==> src/pkg/evc_pkg.sv <==
package evc_pkg;
  localparam int NUM_INPUTS = 8;
  localparam int NUM_COUNTERS = 8;
  localparam int SEL_W = 3;
  localparam int TICK_W = 32;
  localparam int CHG_W = 32;
  localparam int SYNC_STAGES = 2;
  // Timebase
  localparam int TIMEBASE_MHZ = 100;
  // Decoding types
  localparam logic [1:0] DEC_TWO_PULSE = 2'h0;
  localparam logic [1:0] DEC_SINGLE_EDGE = 2'h1;
  localparam logic [1:0] DEC_DOUBLE_EDGE = 2'h2;
  localparam logic [1:0] DEC_QUAD_EDGE = 2'h3;
  // Reset values
  localparam logic [1:0] RST_DECODE = DEC_QUAD_EDGE;
  localparam logic [31:0] RST_DIVISOR = 32'h0000_0001;
  localparam logic [31:0] RST_MEAS_TIME = 32'h0000_0000;
  localparam logic [31:0] RST_MAX_PERIOD = 32'h0000_0000;

  typedef struct packed {
    logic [1:0] decode;
    logic [SEL_W-1:0] a_sel;
    logic [SEL_W-1:0] b_sel;
    logic [31:0] divisor;
    logic [31:0] meas_time;
    logic [31:0] max_period;
  } evc_cfg_type;

  typedef struct packed {
    logic [TICK_W-1:0] ticks;
    logic signed [CHG_W-1:0] changes;
  } evc_result_type;
endpackage

==> src/rtl/evc_velocity_counter.sv <==
`timescale 1ns/10ps
// Contract
// - Each result holds the encoder change count and the interval length in 100 MHz timebase ticks.
// - The change count is signed, its sign giving the direction of motion.
// - In quadrature decoding A leading B counts up and B leading A counts down.
// - In two-pulse decoding an A pulse counts up and a B pulse counts down.
// - Decoding is selectable as two-pulse, single, double or quad edge quadrature.
// - The A and B source terminals are selected independently.
// - A nonzero maximum count period that passes without a count change forces a zero result.
// - A zero maximum count period disables the timeout; measuring continues through each result and runs until overflow or stop.
// - The interval is set by the divisor, the measurement time, or both.
// - After arming, measurement starts at the first active encoder edge.
// - Until the first interval completes or times out the result and result_ready read zero.
// - Each counter input is routable from any of the eight digital input terminals.
// - Eight independent counters share the eight digital input terminals.
// - Default A comes from input n and default B from input (n+4) mod 8.
// - Default edge-counting routing is source n, reset n+4, direction 7-n, pause 3-n, all mod 8.
module evc_velocity_counter
#(
  parameter int COUNTER_INDEX = 0
)
(
  input wire logic sys_clk,
  input wire logic rst,
  input wire logic clk_en,
  input wire logic [evc_pkg::NUM_INPUTS-1:0] digital_input_terminal,
  input wire logic arm,
  input wire logic stop,
  input wire logic use_default_route,
  input wire evc_pkg::evc_cfg_type cfg,
  output evc_pkg::evc_result_type result,
  output logic result_ready,
  output logic result_strobe,
  output logic running,
  output logic overflow,
  output logic timeout
);
  // Default routing, kept for every measurement that shares this terminal set
  localparam logic [2:0] DEF_A = 3'(COUNTER_INDEX);
  localparam logic [2:0] DEF_B = 3'((COUNTER_INDEX + 4) % 8);
  localparam logic [2:0] DEF_Z = 3'(7 - COUNTER_INDEX);
  localparam logic [2:0] DEF_PAUSE = 3'((3 - COUNTER_INDEX + 8) % 8);

  typedef enum logic [2:0]
  {
    ST_IDLE = 3'h1,
    ST_WAIT_EDGE = 3'h2,
    ST_MEASURE = 3'h4
  } evc_state_type;

  evc_state_type state;
  evc_state_type next_state;
  logic [evc_pkg::TICK_W-1:0] tick_cnt;
  logic signed [evc_pkg::CHG_W-1:0] chg_cnt;
  logic [31:0] step_cnt;
  logic [31:0] idle_cnt;
  logic step;
  logic step_down;

  wire [2:0] a_src = use_default_route ? DEF_A : cfg.a_sel;
  wire [2:0] b_src = use_default_route ? DEF_B : cfg.b_sel;
  wire enc_a = digital_input_terminal[a_src];
  wire enc_b = digital_input_terminal[b_src];

  evc_quad_decoder u_decoder
  (
    .sys_clk(sys_clk),
    .rst(rst),
    .clk_en(clk_en),
    .enc_a(enc_a),
    .enc_b(enc_b),
    .decode(cfg.decode),
    .step(step),
    .step_down(step_down)
  );

  localparam evc_pkg::evc_result_type ZERO_RESULT = '0;

  // State decodes
  wire idle = state == ST_IDLE;
  wire waiting = state == ST_WAIT_EDGE;
  wire measuring = state == ST_MEASURE;
  wire take_arm = idle && arm;

  // Interval method
  wire div_on = cfg.divisor != 32'h0000_0000;
  wire time_on = cfg.meas_time != 32'h0000_0000;
  wire method_set = div_on || time_on;
  wire period_on = cfg.max_period != 32'h0000_0000;

  // Running sums
  wire [31:0] next_steps = step ? step_cnt + 32'h0000_0001 : step_cnt;
  wire [evc_pkg::TICK_W-1:0] next_ticks = tick_cnt + 32'h0000_0001;
  wire signed [evc_pkg::CHG_W-1:0] chg_up = chg_cnt + 32'sh0000_0001;
  wire signed [evc_pkg::CHG_W-1:0] chg_down = chg_cnt - 32'sh0000_0001;
  wire signed [evc_pkg::CHG_W-1:0] chg_step = step_down ? chg_down : chg_up;
  wire signed [evc_pkg::CHG_W-1:0] next_chg = step ? chg_step : chg_cnt;
  wire [31:0] next_idle = step ? 32'h0000_0000 : idle_cnt + 32'h0000_0001;

  // Both set: the interval needs the divisor count and the minimum time
  wire div_done = !div_on || (next_steps >= cfg.divisor);
  wire time_done = !time_on || (next_ticks >= cfg.meas_time);
  // Intervals close only on a change; the ticks span whole count periods except after a timeout, which restarts them mid-period
  wire interval_end = measuring && method_set && step && div_done && time_done;
  // The idle counter watches changes only; a stopped encoder ends the interval with a zero result
  wire period_expired = measuring && period_on && !step && (idle_cnt >= cfg.max_period);
  wire tick_wrap = measuring && (tick_cnt == '1);
  wire start_edge = waiting && step;
  wire load_result = interval_end || period_expired;
  // Counters restart at each interval end so intervals abut with no lost changes
  wire restart = !measuring || load_result;

  // Next register values
  wire [evc_pkg::TICK_W-1:0] next_tick_cnt = restart ? '0 : next_ticks;
  wire signed [evc_pkg::CHG_W-1:0] next_chg_cnt = restart ? '0 : next_chg;
  wire [31:0] next_step_cnt = restart ? 32'h0000_0000 : next_steps;
  wire [31:0] next_idle_cnt = restart ? 32'h0000_0000 : next_idle;
  wire evc_pkg::evc_result_type measured = {next_ticks, next_chg};
  wire evc_pkg::evc_result_type next_result =
    take_arm ? ZERO_RESULT :
    interval_end ? measured :
    period_expired ? ZERO_RESULT : result;
  wire next_ready = !take_arm && (result_ready || load_result);
  wire next_timeout = !take_arm && !interval_end && (timeout || period_expired);
  wire next_overflow = !take_arm && (overflow || tick_wrap);
  wire next_running = next_state == ST_MEASURE;

  always_comb
  begin
    next_state = state;
    unique case (state)
      ST_IDLE:
      begin
        if (take_arm)
          next_state = ST_WAIT_EDGE;
      end
      ST_WAIT_EDGE:
      begin
        if (stop)
          next_state = ST_IDLE;
        else if (start_edge)
          next_state = ST_MEASURE;
      end
      ST_MEASURE:
      begin
        if (stop || tick_wrap)
          next_state = ST_IDLE;
      end
      default:
      begin
        next_state = ST_IDLE;
      end
    endcase
  end

  always_ff @(posedge sys_clk)
  begin
    if (rst)
    begin
      state <= ST_IDLE;
    end
    else if (clk_en)
    begin
      state <= next_state;
    end
  end

  always_ff @(posedge sys_clk)
  begin
    if (rst)
    begin
      tick_cnt <= '0;
    end
    else if (clk_en)
    begin
      tick_cnt <= next_tick_cnt;
    end
  end

  always_ff @(posedge sys_clk)
  begin
    if (rst)
    begin
      chg_cnt <= '0;
    end
    else if (clk_en)
    begin
      chg_cnt <= next_chg_cnt;
    end
  end

  always_ff @(posedge sys_clk)
  begin
    if (rst)
    begin
      step_cnt <= '0;
    end
    else if (clk_en)
    begin
      step_cnt <= next_step_cnt;
    end
  end

  always_ff @(posedge sys_clk)
  begin
    if (rst)
    begin
      idle_cnt <= '0;
    end
    else if (clk_en)
    begin
      idle_cnt <= next_idle_cnt;
    end
  end

  // Ticks and changes share one register, so a read never mixes two intervals
  always_ff @(posedge sys_clk)
  begin
    if (rst)
    begin
      result <= ZERO_RESULT;
    end
    else if (clk_en)
    begin
      result <= next_result;
    end
  end

  always_ff @(posedge sys_clk)
  begin
    if (rst)
    begin
      result_ready <= 1'b0;
    end
    else if (clk_en)
    begin
      result_ready <= next_ready;
    end
  end

  always_ff @(posedge sys_clk)
  begin
    if (rst)
    begin
      result_strobe <= 1'b0;
    end
    else if (clk_en)
    begin
      result_strobe <= load_result;
    end
  end

  always_ff @(posedge sys_clk)
  begin
    if (rst)
    begin
      running <= 1'b0;
    end
    else if (clk_en)
    begin
      running <= next_running;
    end
  end

  // Sticky until the next arm; a wrap also ends the measurement
  always_ff @(posedge sys_clk)
  begin
    if (rst)
    begin
      overflow <= 1'b0;
    end
    else if (clk_en)
    begin
      overflow <= next_overflow;
    end
  end

  // Tells a zero from a timeout apart from a genuine zero-change result
  always_ff @(posedge sys_clk)
  begin
    if (rst)
    begin
      timeout <= 1'b0;
    end
    else if (clk_en)
    begin
      timeout <= next_timeout;
    end
  end
endmodule

==> src/rtl/evc_quad_decoder.sv <==
`timescale 1ns/10ps
module evc_quad_decoder
(
  input wire logic sys_clk,
  input wire logic rst,
  input wire logic clk_en,
  input wire logic enc_a,
  input wire logic enc_b,
  input wire logic [1:0] decode,
  output logic step,
  output logic step_down
);
  logic prev_a;
  logic prev_b;
  wire a_rise = enc_a & ~prev_a;
  wire a_fall = ~enc_a & prev_a;
  wire b_rise = enc_b & ~prev_b;
  wire b_fall = ~enc_b & prev_b;
  wire a_edge = a_rise | a_fall;
  wire b_edge = b_rise | b_fall;
  // A leads B: on an A edge, new A differs from B
  wire a_dir_down = ~(enc_a ^ enc_b);
  wire b_dir_down = enc_a ^ enc_b;
  logic next_step;
  logic next_down;

  always_comb
  begin
    next_step = 1'b0;
    next_down = 1'b0;
    unique case (decode)
      evc_pkg::DEC_TWO_PULSE:
      begin
        next_step = a_rise | b_rise;
        next_down = b_rise & ~a_rise;
        if (a_rise & b_rise)
          next_step = 1'b0;
      end
      evc_pkg::DEC_SINGLE_EDGE:
      begin
        // Up on A rise with B low, down on A fall with B low
        next_step = (a_rise | a_fall) & ~enc_b;
        next_down = a_fall;
      end
      evc_pkg::DEC_DOUBLE_EDGE:
      begin
        next_step = a_edge;
        next_down = a_dir_down;
      end
      evc_pkg::DEC_QUAD_EDGE:
      begin
        // Simultaneous A and B edges are an illegal jump and are dropped
        next_step = a_edge ^ b_edge;
        next_down = a_edge ? a_dir_down : b_dir_down;
      end
    endcase
  end

  always_ff @(posedge sys_clk)
  begin
    if (rst)
    begin
      prev_a <= 1'b0;
      prev_b <= 1'b0;
      step <= 1'b0;
      step_down <= 1'b0;
    end
    else if (clk_en)
    begin
      prev_a <= enc_a;
      prev_b <= enc_b;
      step <= next_step;
      step_down <= next_down;
    end
  end
endmodule

==> config.mk <==
export PLATFORM = sky130hd
export DESIGN_NAME = evc_velocity_counter
export DESIGN_NICKNAME = d
export VERILOG_FILES = /design/src/pkg/evc_pkg.sv /design/src/rtl/evc_velocity_counter.sv /design/src/rtl/evc_quad_decoder.sv
export SDC_FILE = /design/constraint.sdc
export NUM_CORES = 1
export LEC_CHECK = 0
export BUFFER_PORTS_ARGS = -buffer_cell sky130_fd_sc_hd__buf_2
export CORE_MARGIN = 4
export CORE_UTILIZATION = 64
export DETAILED_ROUTE_END_ITERATION = 6
export GPL_TIMING_DRIVEN = 0
export PLACE_DENSITY = 0.85
export SETUP_SLACK_MARGIN = 0.2
export SYNTH_ARGS = -nofsm -noshare
export SYNTH_HDL_FRONTEND = slang
export SYNTH_SLANG_ARGS = --single-unit
==> constraint.sdc <==
create_clock -name sys_clk -period 10.7 [get_ports sys_clk]
set_input_delay 1.07 -clock sys_clk [delete_from_list [all_inputs] [get_ports sys_clk]]
set_output_delay 1.07 -clock sys_clk [all_outputs]
set_load 0.05 [all_outputs]
==> flow_summary.json <==
{
  "crit_path_end_kind": "register",
  "clk_latency_ns": 0.53,
  "cts_setup_buffers": 0,
  "grt_pass1_vias": 13350,
  "totalNegativeSetupSlack_ns": 0,
  "cap_violations": 0,
  "edff_count_synth": 0,
  "wl_met3_um": 3772,
  "most_used_cells_in_the_layout_excluding_fill_and_tap_cells": "buf_2 (205), dfxtp_1 (203), nand2_1 (162)",
  "synth_cell_type_count": 84,
  "setup_ws_final_ns": 5.046,
  "floorplan.core_area_um2": 21220,
  "floorplan.initialDensity_pct": 65.57,
  "top_layer_used": "met4",
  "drtAntennaViolNets": 0,
  "share_of_layout_cells_above_drive_strength_1_pct": 15.64,
  "synth-seq-area-share_pct": 29.35,
  "synth-warning-count": 0,
  "mostFrequentLayoutCell": "buf_2",
  "grt-ovfl-total": 0,
  "placed_cell_area_um2": 15190,
  "pwr_density_cell_nw_per_um2": 113.3,
  "cpMaxStageDelayCell": "clkbuf_1",
  "io-pin-count": 187,
  "die_width_um": 155.5,
  "cts-root-buf": "clkbuf_16",
  "synth_flop_type": "dfxtp_1",
  "detailedRoute.firstPassIterationCount": 6,
  "comb_power_share_pct": 10.1,
  "dp_worst_setup_slack_ns": 5.338,
  "m1WireLength_um": 16910,
  "die_height_um": 155.5,
  "r2r_cells": 20,
  "synth_fp_nets": 1997,
  "clock_sink_total": 204,
  "global_route_wire_length_before_repair_um": 65760,
  "drc_errors": 0,
  "hold_viol": 0,
  "critPathKind": "register to register",
  "cts_buffer_depth": 3,
  "status": "finished clean",
  "terminating_pin_of_the_worst_hold_path": "result[6]$_SDFFE_PP0P_",
  "maximum_number_of_pins_on_one_net_before_global_route_repair": 35,
  "max_slew_vio_count": 0,
  "slew_headroom_pct": 42.48,
  "path_max_fanout": 10,
  "p_sw_share_pct": 24.74,
  "viasPerCell": 6.285,
  "numCtsBuffers": 22,
  "worst_setup_path_start_kind": "register",
  "hp-start": "result[6]$_SDFFE_PP0P_",
  "finalSetupViolations": 0,
  "cts_tree": "yes",
  "ant_diodes": 0,
  "timing.rr.end": "chg_cnt[28]$_SDFFE_PP0P_",
  "reg2reg_setup_slack_ns": 5.05,
  "detailroute.wirelength.met2_um": 19360,
  "grt_antenna_before_repair": 0,
  "clock_tree.htree_level_count": 1,
  "power_frac_clock_pct": 47.6,
  "cts-hold-fix-buffers": 0,
  "port-buffer-count": 186,
  "finish.instance_area_um2": 16000,
  "static-leakage-power_nw": 7.427,
  "syn_avg_cell_area_um2": 7.974,
  "globalplace.congestion": 0.9702,
  "hold-path-cell-count": 2,
  "placementRows": 53,
  "unrepaired_setup_endpoints_after_global_routing": "false",
  "critPathArrivalTime_ns": 6.09,
  "p_switching_mw": 0.4486,
  "cell_internal_pwr_mw": 1.365,
  "worst_hold_path_type": "register to register",
  "dpl.hpwl_um": 31420,
  "via_count": 14100,
  "share_seq_of_total_power_pct": 42.3,
  "cts_repair_resize_count": 0,
  "timing.critical_path.cells": "ha_1 > and4_1 > and3_1 > buf_2 > nand2_1 > nor3_2 > and3_1 > and2_1 > and4_1 > xor2_1 > ha_1 > nand3_1 > a21oi_1 > a2111oi_0 > o211ai_1 > o311a_1 > nor3_2 > clkbuf_1 > o21ai_0 > a21oi_1",
  "avgRoutedWirePerCell_um": 18.65,
  "synth-seq-cells": 204,
  "final_period_minus_worst_setup_slack_ns": 5.654,
  "dieArea_um2": 24160,
  "regToRegStartpoint": "step_cnt[0]$_SDFFE_PP0P_",
  "layout-area-overhead-vs-synth_pct": 15.00,
  "postSynth.asyncResetShare_pct": 0,
  "beginning_of_the_critical_path": "step_cnt[0]$_SDFFE_PP0P_",
  "routed_wl_um": 41850,
  "largest_stage_delay_worst_path_ns": 0.63,
  "synth_area_um2": 13910,
  "drt_first_iter_violations": 1374,
  "clk_skew_ns": 0.02838,
  "min_period_over_period_pct": 52.84,
  "fmaxAchievable_ghz": 0.1769,
  "nets": 2207,
  "clk_transition_reported_paths_ns": 0.06,
  "syn-instance-count": 1745,
  "critPathRequiredTime_ns": 11.13,
  "worst_slew_pin_slew_ns": 0.8582,
  "gr-usage-all-layers_pct": 33.00,
  "vdd_ir_drop_max_mv": 0.1100
}
through the flow:
step | utilization (%) | instances | power, mW | hold slack (ns)
floorplan | - | 1745 | 0.8908 | 0.4462
global placement | 71.58 | 2206 | 0.9547 | 0.4370
detailed placement | 71.58 | 2206 | 0.9601 | 0.4414
CTS | 75.40 | 2244 | 1.807 | 0.4506
global route | 75.41 | 2244 | 1.859 | 0.4672
finish | 75.41 | 2244 | 1.814 | 0.4488
layout make-up:
cell class	instances	area, um2
inverters	125	469.2
well taps	275	344.1
clock inverters	9	172.7
fillers	1609	5219
plain buffers	87	396.6
repair buffers	186	930.9
flip-flops and latches	204	4085
multi-input cells	1329	8965
clock buffers	29	638.1
flip-flops by register name, indices dropped and copies added, names as in the netlist:
register,count
u_decoder.step,1
tick_cnt,32
u_decoder.prev_a,1
chg_cnt,32
result_ready,1
timeout,1
u_decoder.step_down,1
running,1
idle_cnt,32
result,64
u_decoder.prev_b,1
state,3
overflow,1
step_cnt,32
result_strobe,1
synth_stat cells, types with 6 or more instances:
master	count	area, um2
and3_1	42	262.8
nand2_1	162	608.1
a31oi_1	18	112.6
a41o_1	7	70.07
a21oi_1	145	725.7
a211o_1	9	78.83
a211oi_1	11	82.58
a22o_1	15	131.4
a31o_2	8	70.07
nor3_2	6	60.06
o211ai_1	6	45.04
nor2_1	156	585.6
xor2_1	37	324.1
mux2_2	15	168.9
a22oi_1	57	427.9
dfxtp_1	204	4084
o21a_1	8	60.06
nor4_1	34	212.7
o21ai_0	74	370.4
ha_1	133	1664
nand2b_1	8	50.05
clkbuf_1	58	217.7
and4_1	7	61.31
mux2i_1	22	220.2
o31ai_1	8	60.06
xnor2_1	60	525.5
a21o_1	28	210.2
nor2b_1	9	56.30
and2_1	8	50.05
nor3_1	30	150.1
buf_2	19	95.09
nand4_1	35	219.0
nand3_1	78	390.4
inv_1	124	465.5
how the worst max path moves through the flow:
stage                                      endpoint  slack [ns]  depth (start not counted)
final                      chg_cnt[28]$_SDFFE_PP0P_        5.05                         20
after global routing       chg_cnt[28]$_SDFFE_PP0P_        4.81                         20
after CTS                  chg_cnt[28]$_SDFFE_PP0P_        5.21                         20
after detailed placement   step_cnt[0]$_SDFFE_PP0P_        5.34                         20
after global placement     chg_cnt[28]$_SDFFE_PP0P_        5.38                         19
after floorplan           step_cnt[31]$_SDFFE_PP0P_        6.34                         20
power groups by stage:
| stage | Sequential, mW | Combinational, mW | Clock [mW] |
|---|---|---|---|
| 2_1_floorplan | 0.783 | 0.108 | 0 |
| 3_3_place_gp | 0.784 | 0.171 | 0 |
| 3_5_place_dp | 0.784 | 0.176 | 0 |
| 4_1_cts | 0.767 | 0.178 | 0.862 |
| 5_1_grt | 0.767 | 0.199 | 0.893 |
| 6_report | 0.768 | 0.183 | 0.863 |
per-layer routing:
layer / GRT usage, % / vias up
li1: - / 6720
met1: 43.49 / 6567
met2: 54.45 / 682
met3: 4.423 / 134
met4: 13.92 / 0
met5: 0 / -
cell families after synthesis:
logic type	synth area share (%)
DFF	29.35
AOI/OAI and AO/OA	21.14
buffers and inverters	6.222
xor gates and xnor gates	6.106
and+or+nand+nor	21.96
muxes	3.120
adders and majority gates	12.10
worst max-delay path, delay by kind of cell, from the launching register on:
kind            cells  cell delay (ns)
compound gates      6             1.35
xor+xnor            1             0.20
fa+ha+maj           2             0.52
buf+inv             2             0.80
flops               1             0.44
simple gates        9             2.26
Power figures use the tool's default switching activity.
